File: src/dsg_defines.svh
`ifndef DSG_DEFINES_SVH
`define DSG_DEFINES_SVH

// register byte offsets from the system-control base
`define DSG_BASE_ADDR        32'h400fe000
`define DSG_OFF_SOFT_RESET   12'h040
`define DSG_OFF_SLEEP_GATE   12'h118
`define DSG_OFF_DEEP_GATE    12'h128
`define DSG_OFF_RUN_GATE     12'h108
`define DSG_OFF_RUN_CFG      12'h060
`define DSG_OFF_CAP_ONE      12'h010
`define DSG_OFF_IRQ_STATUS   12'h1f0
`define DSG_OFF_IRQ_MASK     12'h1f4

// gate register layout
`define DSG_GATE_MASK        32'h00012_0ff
`define DSG_GATE_USB_BIT     16
`define DSG_GATE_DMA_BIT     13
`define DSG_GATE_PORT_HI     7

// soft reset register layout
`define DSG_RST_MASK         32'h01010048
`define DSG_RST_CAN_BIT      24
`define DSG_RST_CONV_BIT     16
`define DSG_RST_LOWPWR_BIT   6
`define DSG_RST_WDOG_BIT     3

// run clock config: auto gating select
`define DSG_CFG_ACG_BIT      27
`define DSG_CFG_MASK         32'h08000000

// interrupt status bits
`define DSG_IRQ_FAULT_BIT    0
`define DSG_IRQ_MODE_BIT     1
`define DSG_IRQ_MASK         32'h00000003

`define DSG_RESET_VALUE      32'h00000000
`define DSG_CAP_DEFAULT      32'h01010048

`endif

File: src/dsg_pkg.sv
package dsg_pkg;

  // power mode of the system
  typedef enum logic [2:0]
  {
    DSG_RUN   = 3'b001,
    DSG_SLEEP = 3'b010,
    DSG_DEEP  = 3'b100
  } dsg_mode_e;

  // apb slave phase
  typedef enum logic [1:0]
  {
    DSG_IDLE   = 2'b01,
    DSG_ACCESS = 2'b10
  } dsg_apb_e;

endpackage

File: src/dsg_gate_sel.sv
`timescale 1ns/100ps
`include "dsg_defines.svh"

// picks the active gate word for the current power mode
module dsg_gate_sel
(
  input  wire logic [31:0]      run_gate_in,
  input  wire logic [31:0]      sleep_gate_in,
  input  wire logic [31:0]      deep_gate_in,
  input  wire logic             auto_gating_select_in,
  input  wire dsg_pkg::dsg_mode_e mode_in,
  output logic      [31:0]      gate_out
);

  // mode dependent selection
  always_comb
  begin
    case (mode_in)
      dsg_pkg::DSG_RUN:   gate_out = run_gate_in;
      dsg_pkg::DSG_SLEEP: gate_out = auto_gating_select_in ? sleep_gate_in : run_gate_in;
      dsg_pkg::DSG_DEEP:  gate_out = auto_gating_select_in ? deep_gate_in : run_gate_in;
      default:            gate_out = run_gate_in;
    endcase
  end

endmodule

File: src/dsg_clock_reset_ctrl.sv
`timescale 1ns/100ps
`include "dsg_defines.svh"

module dsg_clock_reset_ctrl
#(
  parameter logic [31:0] CAP_ONE = `DSG_CAP_DEFAULT
)
(
  input  wire logic             sys_clk_in,
  input  wire logic             reset_in,
  // apb slave
  input  wire logic             psel_in,
  input  wire logic             penable_in,
  input  wire logic             pwrite_in,
  input  wire logic [31:0]      paddr_in,
  input  wire logic [31:0]      pwdata_in,
  input  wire logic [3:0]       pstrb_in,
  output logic      [31:0]      prdata_out,
  output logic                  pready_out,
  output logic                  pslverr_out,
  // power mode of the system
  input  wire logic             sleep_req_in,
  input  wire logic             deep_sleep_in,
  // peripheral access monitor
  input  wire logic             unit_access_in,
  input  wire logic [3:0]       unit_index_in,
  output logic                  unit_fault_out,
  // clock enables and resets to units, and the interrupt
  output logic                  usb_unit_clock_gate_out,
  output logic                  micro_dma_clock_gate_out,
  output logic      [7:0]       port_clock_gate_out,
  output logic                  can_unit_reset_out,
  output logic                  converter_reset_out,
  output logic                  low_power_module_reset_out,
  output logic                  watchdog_unit_reset_out,
  output logic                  irq_out
);

  logic [31:0]        run_gate_two_q;
  logic [31:0]        sleep_gate_two_q;
  logic [31:0]        deep_sleep_gate_two_q;
  logic [31:0]        soft_reset_zero_q;
  logic [31:0]        run_clock_config_q;
  logic [31:0]        irq_status_q;
  logic [31:0]        irq_mask_q;
  logic [31:0]        active_gate;
  logic [31:0]        wmask;
  logic [31:0]        wdata_m;
  logic [31:0]        rdata_d;
  logic [31:0]        prdata_q;
  logic               slverr_q;
  logic               unit_fault_q;
  logic               fault_ev;
  logic               mode_ev;
  logic               hit;
  logic               wr_en;
  logic               rd_en;
  logic               unit_on;
  logic [11:0]        offs;
  dsg_pkg::dsg_mode_e mode;
  dsg_pkg::dsg_mode_e mode_q;
  dsg_pkg::dsg_apb_e  apb_q;

  assign offs = paddr_in[11:0];

  // current power mode, deep-sleep wins
  always_comb
  begin
    if (deep_sleep_in)
      mode = dsg_pkg::DSG_DEEP;
    else if (sleep_req_in)
      mode = dsg_pkg::DSG_SLEEP;
    else
      mode = dsg_pkg::DSG_RUN;
  end

  // active gate word for this mode
  dsg_gate_sel u_gate_sel
  (
    .run_gate_in           (run_gate_two_q),
    .sleep_gate_in         (sleep_gate_two_q),
    .deep_gate_in          (deep_sleep_gate_two_q),
    .auto_gating_select_in (run_clock_config_q[`DSG_CFG_ACG_BIT]),
    .mode_in               (mode),
    .gate_out              (active_gate)
  );

  // unit clock enables from the active gate
  assign usb_unit_clock_gate_out  = active_gate[`DSG_GATE_USB_BIT];
  assign micro_dma_clock_gate_out = active_gate[`DSG_GATE_DMA_BIT];
  assign port_clock_gate_out      = active_gate[`DSG_GATE_PORT_HI:0];

  // unit resets held while bit set
  assign can_unit_reset_out         = soft_reset_zero_q[`DSG_RST_CAN_BIT];
  assign converter_reset_out        = soft_reset_zero_q[`DSG_RST_CONV_BIT];
  assign low_power_module_reset_out = soft_reset_zero_q[`DSG_RST_LOWPWR_BIT];
  assign watchdog_unit_reset_out    = soft_reset_zero_q[`DSG_RST_WDOG_BIT];

  // is the addressed unit clocked: 0..7 ports, 8 dma, 9 usb
  always_comb
  begin
    case (unit_index_in)
      4'h8:    unit_on = active_gate[`DSG_GATE_DMA_BIT];
      4'h9:    unit_on = active_gate[`DSG_GATE_USB_BIT];
      default: unit_on = (unit_index_in < 4'h8) ? active_gate[unit_index_in[2:0]] : 1'b0;
    endcase
  end

  assign fault_ev = unit_access_in && !unit_on;

  // fault answer to the unit bus, one cycle after the access
  always_ff @(posedge sys_clk_in or posedge reset_in)
  begin
    if (reset_in)
      unit_fault_q <= 1'b0;
    else
      unit_fault_q <= fault_ev;
  end
  assign unit_fault_out = unit_fault_q;

  // apb phase tracking, single wait-free access
  always_ff @(posedge sys_clk_in or posedge reset_in)
  begin
    if (reset_in)
      apb_q <= dsg_pkg::DSG_IDLE;
    else
    begin
      case (apb_q)
        dsg_pkg::DSG_IDLE:   apb_q <= (psel_in && !penable_in) ? dsg_pkg::DSG_ACCESS : dsg_pkg::DSG_IDLE;
        dsg_pkg::DSG_ACCESS: apb_q <= dsg_pkg::DSG_IDLE;
        default:             apb_q <= dsg_pkg::DSG_IDLE;
      endcase
    end
  end

  assign wr_en = psel_in && penable_in && pwrite_in;
  assign rd_en = psel_in && !penable_in && !pwrite_in;

  // byte strobe mask
  assign wmask   = {{8{pstrb_in[3]}}, {8{pstrb_in[2]}}, {8{pstrb_in[1]}}, {8{pstrb_in[0]}}};
  assign wdata_m = pwdata_in & wmask;

  // address decode for mapped offsets
  always_comb
  begin
    case (offs)
      `DSG_OFF_SOFT_RESET, `DSG_OFF_SLEEP_GATE, `DSG_OFF_DEEP_GATE, `DSG_OFF_RUN_GATE,
      `DSG_OFF_RUN_CFG, `DSG_OFF_CAP_ONE, `DSG_OFF_IRQ_STATUS, `DSG_OFF_IRQ_MASK:
        hit = 1'b1;
      default:
        hit = 1'b0;
    endcase
  end

  // gate registers, reserved bits kept zero
  always_ff @(posedge sys_clk_in or posedge reset_in)
  begin
    if (reset_in)
    begin
      run_gate_two_q        <= `DSG_RESET_VALUE;
      sleep_gate_two_q      <= `DSG_RESET_VALUE;
      deep_sleep_gate_two_q <= `DSG_RESET_VALUE;
    end
    else if (wr_en)
    begin
      if (offs == `DSG_OFF_RUN_GATE)
        run_gate_two_q <= ((run_gate_two_q & ~wmask) | wdata_m) & `DSG_GATE_MASK;
      if (offs == `DSG_OFF_SLEEP_GATE)
        sleep_gate_two_q <= ((sleep_gate_two_q & ~wmask) | wdata_m) & `DSG_GATE_MASK;
      if (offs == `DSG_OFF_DEEP_GATE)
        deep_sleep_gate_two_q <= ((deep_sleep_gate_two_q & ~wmask) | wdata_m) & `DSG_GATE_MASK;
    end
  end

  // soft reset register masked by capabilities
  always_ff @(posedge sys_clk_in or posedge reset_in)
  begin
    if (reset_in)
      soft_reset_zero_q <= `DSG_RESET_VALUE;
    else if (wr_en && offs == `DSG_OFF_SOFT_RESET)
      soft_reset_zero_q <= ((soft_reset_zero_q & ~wmask) | wdata_m) & `DSG_RST_MASK & CAP_ONE;
  end

  // run clock config, only auto gating bit held
  always_ff @(posedge sys_clk_in or posedge reset_in)
  begin
    if (reset_in)
      run_clock_config_q <= `DSG_RESET_VALUE;
    else if (wr_en && offs == `DSG_OFF_RUN_CFG)
      run_clock_config_q <= ((run_clock_config_q & ~wmask) | wdata_m) & `DSG_CFG_MASK;
  end

  // mode change event tracking
  always_ff @(posedge sys_clk_in or posedge reset_in)
  begin
    if (reset_in)
      mode_q <= dsg_pkg::DSG_RUN;
    else
      mode_q <= mode;
  end
  assign mode_ev = (mode_q != mode);

  // sticky status, set wins over write-one clear
  always_ff @(posedge sys_clk_in or posedge reset_in)
  begin
    if (reset_in)
      irq_status_q <= `DSG_RESET_VALUE;
    else
    begin
      irq_status_q <= ((wr_en && offs == `DSG_OFF_IRQ_STATUS) ? (irq_status_q & ~wdata_m) : irq_status_q)
                      | {30'h0, mode_ev, fault_ev};
    end
  end

  // interrupt mask
  always_ff @(posedge sys_clk_in or posedge reset_in)
  begin
    if (reset_in)
      irq_mask_q <= `DSG_RESET_VALUE;
    else if (wr_en && offs == `DSG_OFF_IRQ_MASK)
      irq_mask_q <= ((irq_mask_q & ~wmask) | wdata_m) & `DSG_IRQ_MASK;
  end

  assign irq_out = |(irq_status_q & irq_mask_q);

  // read mux
  always_comb
  begin
    case (offs)
      `DSG_OFF_SOFT_RESET: rdata_d = soft_reset_zero_q;
      `DSG_OFF_SLEEP_GATE: rdata_d = sleep_gate_two_q;
      `DSG_OFF_DEEP_GATE:  rdata_d = deep_sleep_gate_two_q;
      `DSG_OFF_RUN_GATE:   rdata_d = run_gate_two_q;
      `DSG_OFF_RUN_CFG:    rdata_d = run_clock_config_q;
      `DSG_OFF_CAP_ONE:    rdata_d = CAP_ONE;
      `DSG_OFF_IRQ_STATUS: rdata_d = irq_status_q;
      `DSG_OFF_IRQ_MASK:   rdata_d = irq_mask_q;
      default:             rdata_d = 32'h00000000;
    endcase
  end

  // read data and error registered in setup phase
  always_ff @(posedge sys_clk_in or posedge reset_in)
  begin
    if (reset_in)
    begin
      prdata_q <= 32'h00000000;
      slverr_q <= 1'b0;
    end
    else if (psel_in && !penable_in)
    begin
      prdata_q <= rd_en ? rdata_d : 32'h00000000;
      slverr_q <= !hit;
    end
  end

  assign prdata_out  = prdata_q;
  assign pready_out  = 1'b1;
  // error only in a tracked access phase
  assign pslverr_out = (apb_q == dsg_pkg::DSG_ACCESS) && psel_in && penable_in && slverr_q;

endmodule

File: config.mk
export PLATFORM = sky130hd
export DESIGN_NAME = dsg_clock_reset_ctrl
export DESIGN_NICKNAME = d
export VERILOG_FILES = /design/src/dsg_pkg.sv /design/src/dsg_gate_sel.sv /design/src/dsg_clock_reset_ctrl.sv
export VERILOG_INCLUDE_DIRS = /design/src
export SDC_FILE = /design/constraint.sdc
export NUM_CORES = 1
export LEC_CHECK = 0
export ABC_CLOCK_PERIOD_IN_PS = 4800
export BUFFER_PORTS_ARGS = -buffer_cell sky130_fd_sc_hd__buf_2
export CELL_PAD_IN_SITES_DETAIL_PLACEMENT = 0
export CELL_PAD_IN_SITES_GLOBAL_PLACEMENT = 1
export CORE_UTILIZATION = 41
export CTS_CLUSTER_DIAMETER = 30
export CTS_CLUSTER_SIZE = 25
export DETAILED_ROUTE_END_ITERATION = 7
export PLACE_DENSITY_LB_ADDON = 0.2
export SETUP_SLACK_MARGIN = 0.3
export SLEW_MARGIN = 30
export SYNTH_ARGS = -nofsm -noshare
export SYNTH_HDL_FRONTEND = slang
export SYNTH_HIERARCHICAL = 1
export SYNTH_SLANG_ARGS = --single-unit
File: constraint.sdc
create_clock -name sys_clk_in -period 4.8 [get_ports sys_clk_in]
set_input_delay 0.96 -clock sys_clk_in [delete_from_list [all_inputs] [get_ports sys_clk_in]]
set_output_delay 0.96 -clock sys_clk_in [all_outputs]
set_load 0.02 [all_outputs]
After elaboration in Yosys (flattened, before gate mapping)
Index checks and enable logic that the tools add are counted.
{ "op_classes": {"n_reduce_logical": 21, "mux": 15, "n_bitwise": 18, "n_eq_ne": 15, "magnitude_cmp": 2} }
{ "ops": {"columns": ["op", "n"], "rows": [
  ["$pmux W32 S8", 1],
  ["$and A32 B32 Y32", 2],
  ["$mux W32", 2],
  ["$eq A12 B9 Y1 const B", 5],
  ["$and A17 B17 Y17", 3],
  ["$or A17 B17 Y17", 3],
  ["$mux W17", 2],
  ["$pmux W17 S2", 1],
  ["$and A32 B2 Y32", 1],
  ["$not A32 Y32", 1],
  ["$or A32 B2 Y32", 1],
  ["$reduce_or A32 Y1", 1],
  ["$and A28 B28 Y28", 1],
  ["$not A28 Y28", 1],
  ["$or A28 B28 Y28", 1],
  ["$and A25 B25 Y25", 1],
  ["$or A25 B25 Y25", 1],
  ["$eq A12 B7 Y1 const B", 2],
  ["$eq A12 B5 Y1 const B", 1],
  ["$logic_and A1 B1 Y1", 12],
  ["$eq A4 B4 Y1 const B", 2],
  ["$reduce_or A8 Y1", 1],
  ["$lt A3 B6 Y1 const B", 1],
  ["$mux W2", 3],
  ["14 further kinds", 21]
]} }
{ "totals": {"reg_bits": 108, "out_inout_bits": 50, "in_bits": 80, "word_cells": 83} }

Logic depth before layout (Yosys ltp)
{ "logic_depth": {"depth_word": 11, "ltp_mapped": 10, "mapped_depth_nobuf": 8} }

Cells and area by module
The synthesis kept the hierarchy.
{ "modules_own_cells": {"columns": ["module", "cells_each", "seq_area_each_um2", "n_inst", "area_each_um2"], "rows": [
  ["dsg_clock_reset_ctrl", 369, 2705.1, 1, 4652.0],
  ["dsg_gate_sel", 110, 0.0, 1, 604.3]
]} }

Worst setup path after synthesis
OpenSTA, ideal clock, no wires.
{ "synth_path": {"path_kind": "input -> output", "from": "input sleep_req_in", "to": "output usb_unit_clock_gate_out", "t_arrival_ns": 2.123, "slack_ns": 1.717, "t_required_ns": 3.840, "path_stages": 6, "path_buffers": 2, "path_cell_list": "nor2b_1 -> nor4bb_1 -> clkbuf_2 -> or2_4 -> buf_2 -> o21ai_1"} }
{ "synth_between": {"elab_chain_cells": 4, "elab_cells_between_ends": 5, "classes_between": "eq/ne (2); mux (3)"} }
{ "synth_lines": {"columns": ["item", "line", "source"], "rows": [
  ["start: declaration", "dsg_clock_reset_ctrl.sv:22", "input wire logic sleep_req_in,"],
  ["$mux W2 *", "dsg_clock_reset_ctrl.sv:71", "else if (sleep_req_in)"],
  ["$mux W3 *", "dsg_clock_reset_ctrl.sv:69", "if (deep_sleep_in)"],
  ["$eq A3 B3 Y1 or $eq A3 B2 Y1 (tied branches)", "dsg_gate_sel.sv:18", "case (mode_in)"],
  ["$pmux W17 S2 *", "dsg_gate_sel.sv:18", null],
  ["end: declaration", "dsg_clock_reset_ctrl.sv:29", "output logic usb_unit_clock_gate_out,"]
]} }
Mark *: on every way between the ends. The rest lies on a longest branch, timed or not.

Worst setup path in the final report
{ "layout_path": {"from": "input sleep_req_in", "to": "output port_clock_gate_out[6]"} }
{ "layout_between": {"elab_chain_cells": 4, "elab_cells_between_ends": 5, "classes_between": "eq/ne (2); mux (3)"} }
{ "layout_lines": {"columns": ["item", "line", "source"], "rows": [
  ["$mux W2 *", "dsg_clock_reset_ctrl.sv:71", null],
  ["$mux W3 *", "dsg_clock_reset_ctrl.sv:69", null],
  ["named net mode[1]", "dsg_clock_reset_ctrl.sv:60", "dsg_pkg::dsg_mode_e mode;"],
  ["$eq A3 B3 Y1 or $eq A3 B2 Y1 (tied branches)", "dsg_gate_sel.sv:18", null],
  ["$pmux W17 S2 *", "dsg_gate_sel.sv:18", null],
  ["end: declaration", "dsg_clock_reset_ctrl.sv:31", "output logic [7:0] port_clock_gate_out,"]
]} }
Mark *: on every way through the listed nets, which the timed path passes. The rest lies on a longest branch.

==> results.yml <==
run_status:
  status: "complete, but fails checks"
  violations: "design-rule violations"
global_routing:
  grt_max_degree: 56
  grt_usage_pct: 21.3
  grt_antenna_before_repair: 0
  grt_pass1_vias: 3726
  grt-ovfl-total: 0
  grt_pass1_wl_mm: 20.4
sta:
  whs_ns: 0.445
  min_period_over_period_pct: 69.4
  report.final.slew_viol_count: 0
  skew_ns: 0.00546
  clock.fmax_mhz: 300
  worst_slew_pin_slew_ns: 0.756
  setup_violations: 0
  rsz0062_at_grt: "no"
  tns_ns: 0
  min_period_ns: 3.33
  hold_viol: 0
  maxSlewHeadroom_pct: 49.2
cts:
  cts.clk_slew.worst_paths_ns: 0.06
  cts-htree-levels: 3
  post_cts_resized: 0
  cts_tree: "done"
  ctsRootBufferMaster: "clkbuf_16"
  post_cts_buffers: 0
  cts_hold_buf: 0
  cts_buffers: 9
  cts_max_path_buffers: 2
  clk_latency_ns: 0.34
  clkSinkCount: 108
setup_path:
  required_ns: 3.84
  worstSetupEndpointType: "output pin"
  critPathArrivalTime_ns: 2.37
  critPathKind: "input port to output pin"
  cp-start-kind: "input port"
  critPathMaxFanout: 11
yosys:
  syn-instance-count: 409
  syn_nets: 489
  synth_warnings: 6
  synth.avg_cell_area_um2: 11.9
  syn_area_um2: 4880
power_and_ir_drop:
  p_total_w: 0.00180
  ir_drop_uv: 185
  power_density_nw_per_um2: 307
  p_leak_nw: 2.85
finish:
  final_layout_size_suffix_gt1_share_pct: 32.5
  filler_cell_count: 1073
  final_cells: 657
  finalNetCount: 591
  area_growth_pct: 19.9
  antenna_cells: 0
drt:
  wirelength_mm: 12.4
  dr.pass1.iters: 6
  route.detailed.drc: 14
  viasPerCell: 5.58
  ant_nets: 0
  first_iter_violations: 224
  wl_per_cell_um: 18.8
  vias: 3668
placed_design:
  portBuffers: 108
  dp_hpwl_mm: 8.76
  dp.cells: 643
  place.gp.congestion: 0.795
die:
  fp-row-count: 39
  num_io_pins: 130
  dieHeight_um: 111
  coreArea_um2: 11500
  die_w_um: 111
  start_util_pct: 42.4
  dieArea_um2: 12300
worst_hold_path:
  hold_class: "register to register"
job:
  maxCapViolCount: 0
-- final cells by class --
cell class / instances / area (um^2) / area share (%)
well taps: 143 / 179 / 3.06
multi-input cells: 265 / 2010 / 34.4
flip-flops and latches: 108 / 2710 / 46.2
clock buffers: 10 / 239 / 4.08
clock inverters: 4 / 73.8 / 1.26
inverters: 12 / 47.5 / 0.813
repair buffers: 115 / 593 / 10.1
-- worst max-delay path, cell delays in order --
cell and delay, ns:
buf_2 0.12, nor2b_1 0.14, nor4bb_1 0.13, buf_4 0.19
or2_4 0.33, o21ai_1 0.27, buf_2 0.22
-- final timing paths --
check	startpoint	end	slack, ns	cells after the start
max in group asynchronous	reset_in	prdata_out[22]	3.18	3
min reg2reg	apb_q[1]	apb_q[1]	0.45	1
max	sleep_req_in	port_clock_gate_out[6]	1.47	7
max reg2reg	register	irq_status_q[0]	2.39	8
min	apb_q[1]	apb_q[1]	0.45	1
min in group asynchronous	reset_in	prdata_out[3]	0.60	2
-- where the power goes --
part           switching, W  internal, W
clock              0.000324     0.000467
sequential       0.00000206     0.000914
combinational     0.0000599    0.0000298
-- per-stage QoR --
step | util, % | instance area [um^2] | worst slack [ns]
after CTS | 50.8 | 5850 | 1.44
after floorplan | - | 4880 | 0.998
after global placement | 48.1 | 5540 | 1.44
after global routing | 50.8 | 5850 | 1.32
after detailed placement | 48.1 | 5540 | 1.44
final | 50.8 | 5850 | 1.47
-- cell usage in the layout, fill, tap and decap left out, drive strengths merged, types with 3 or more instances in the layout --
master	n
buf	115
dfrtp	106
mux2	39
a21boi	30
nand2	28
a22o	22
o21ai	19
a22oi	17
nor2	16
inv	13
mux2i	10
clkbuf	10
nand3	9
a21oi	9
nor3	8
and3	5
o2bb2ai	5
nor2b	4
nor3b	4
a221oi	4
and2	3
nand2b	3
a222oi	3
nor4	3
nand4	3
-- metal layers --
| metal | wire (um) | vias to the layer above | global-route usage, % | share of wire (%) |
|---|---|---|---|---|
| met5 | 0 | - | 0 | 0 |
| met4 | 97 | 0 | 4.86 | 0.78 |
| met3 | 821 | 9 | 4.43 | 6.6 |
| met2 | 5690 | 113 | 32.9 | 46 |
| met1 | 5750 | 1835 | 30.9 | 47 |
| li1 | - | 1711 | - | - |
Note: power is estimated with default switching activity, not from simulation.
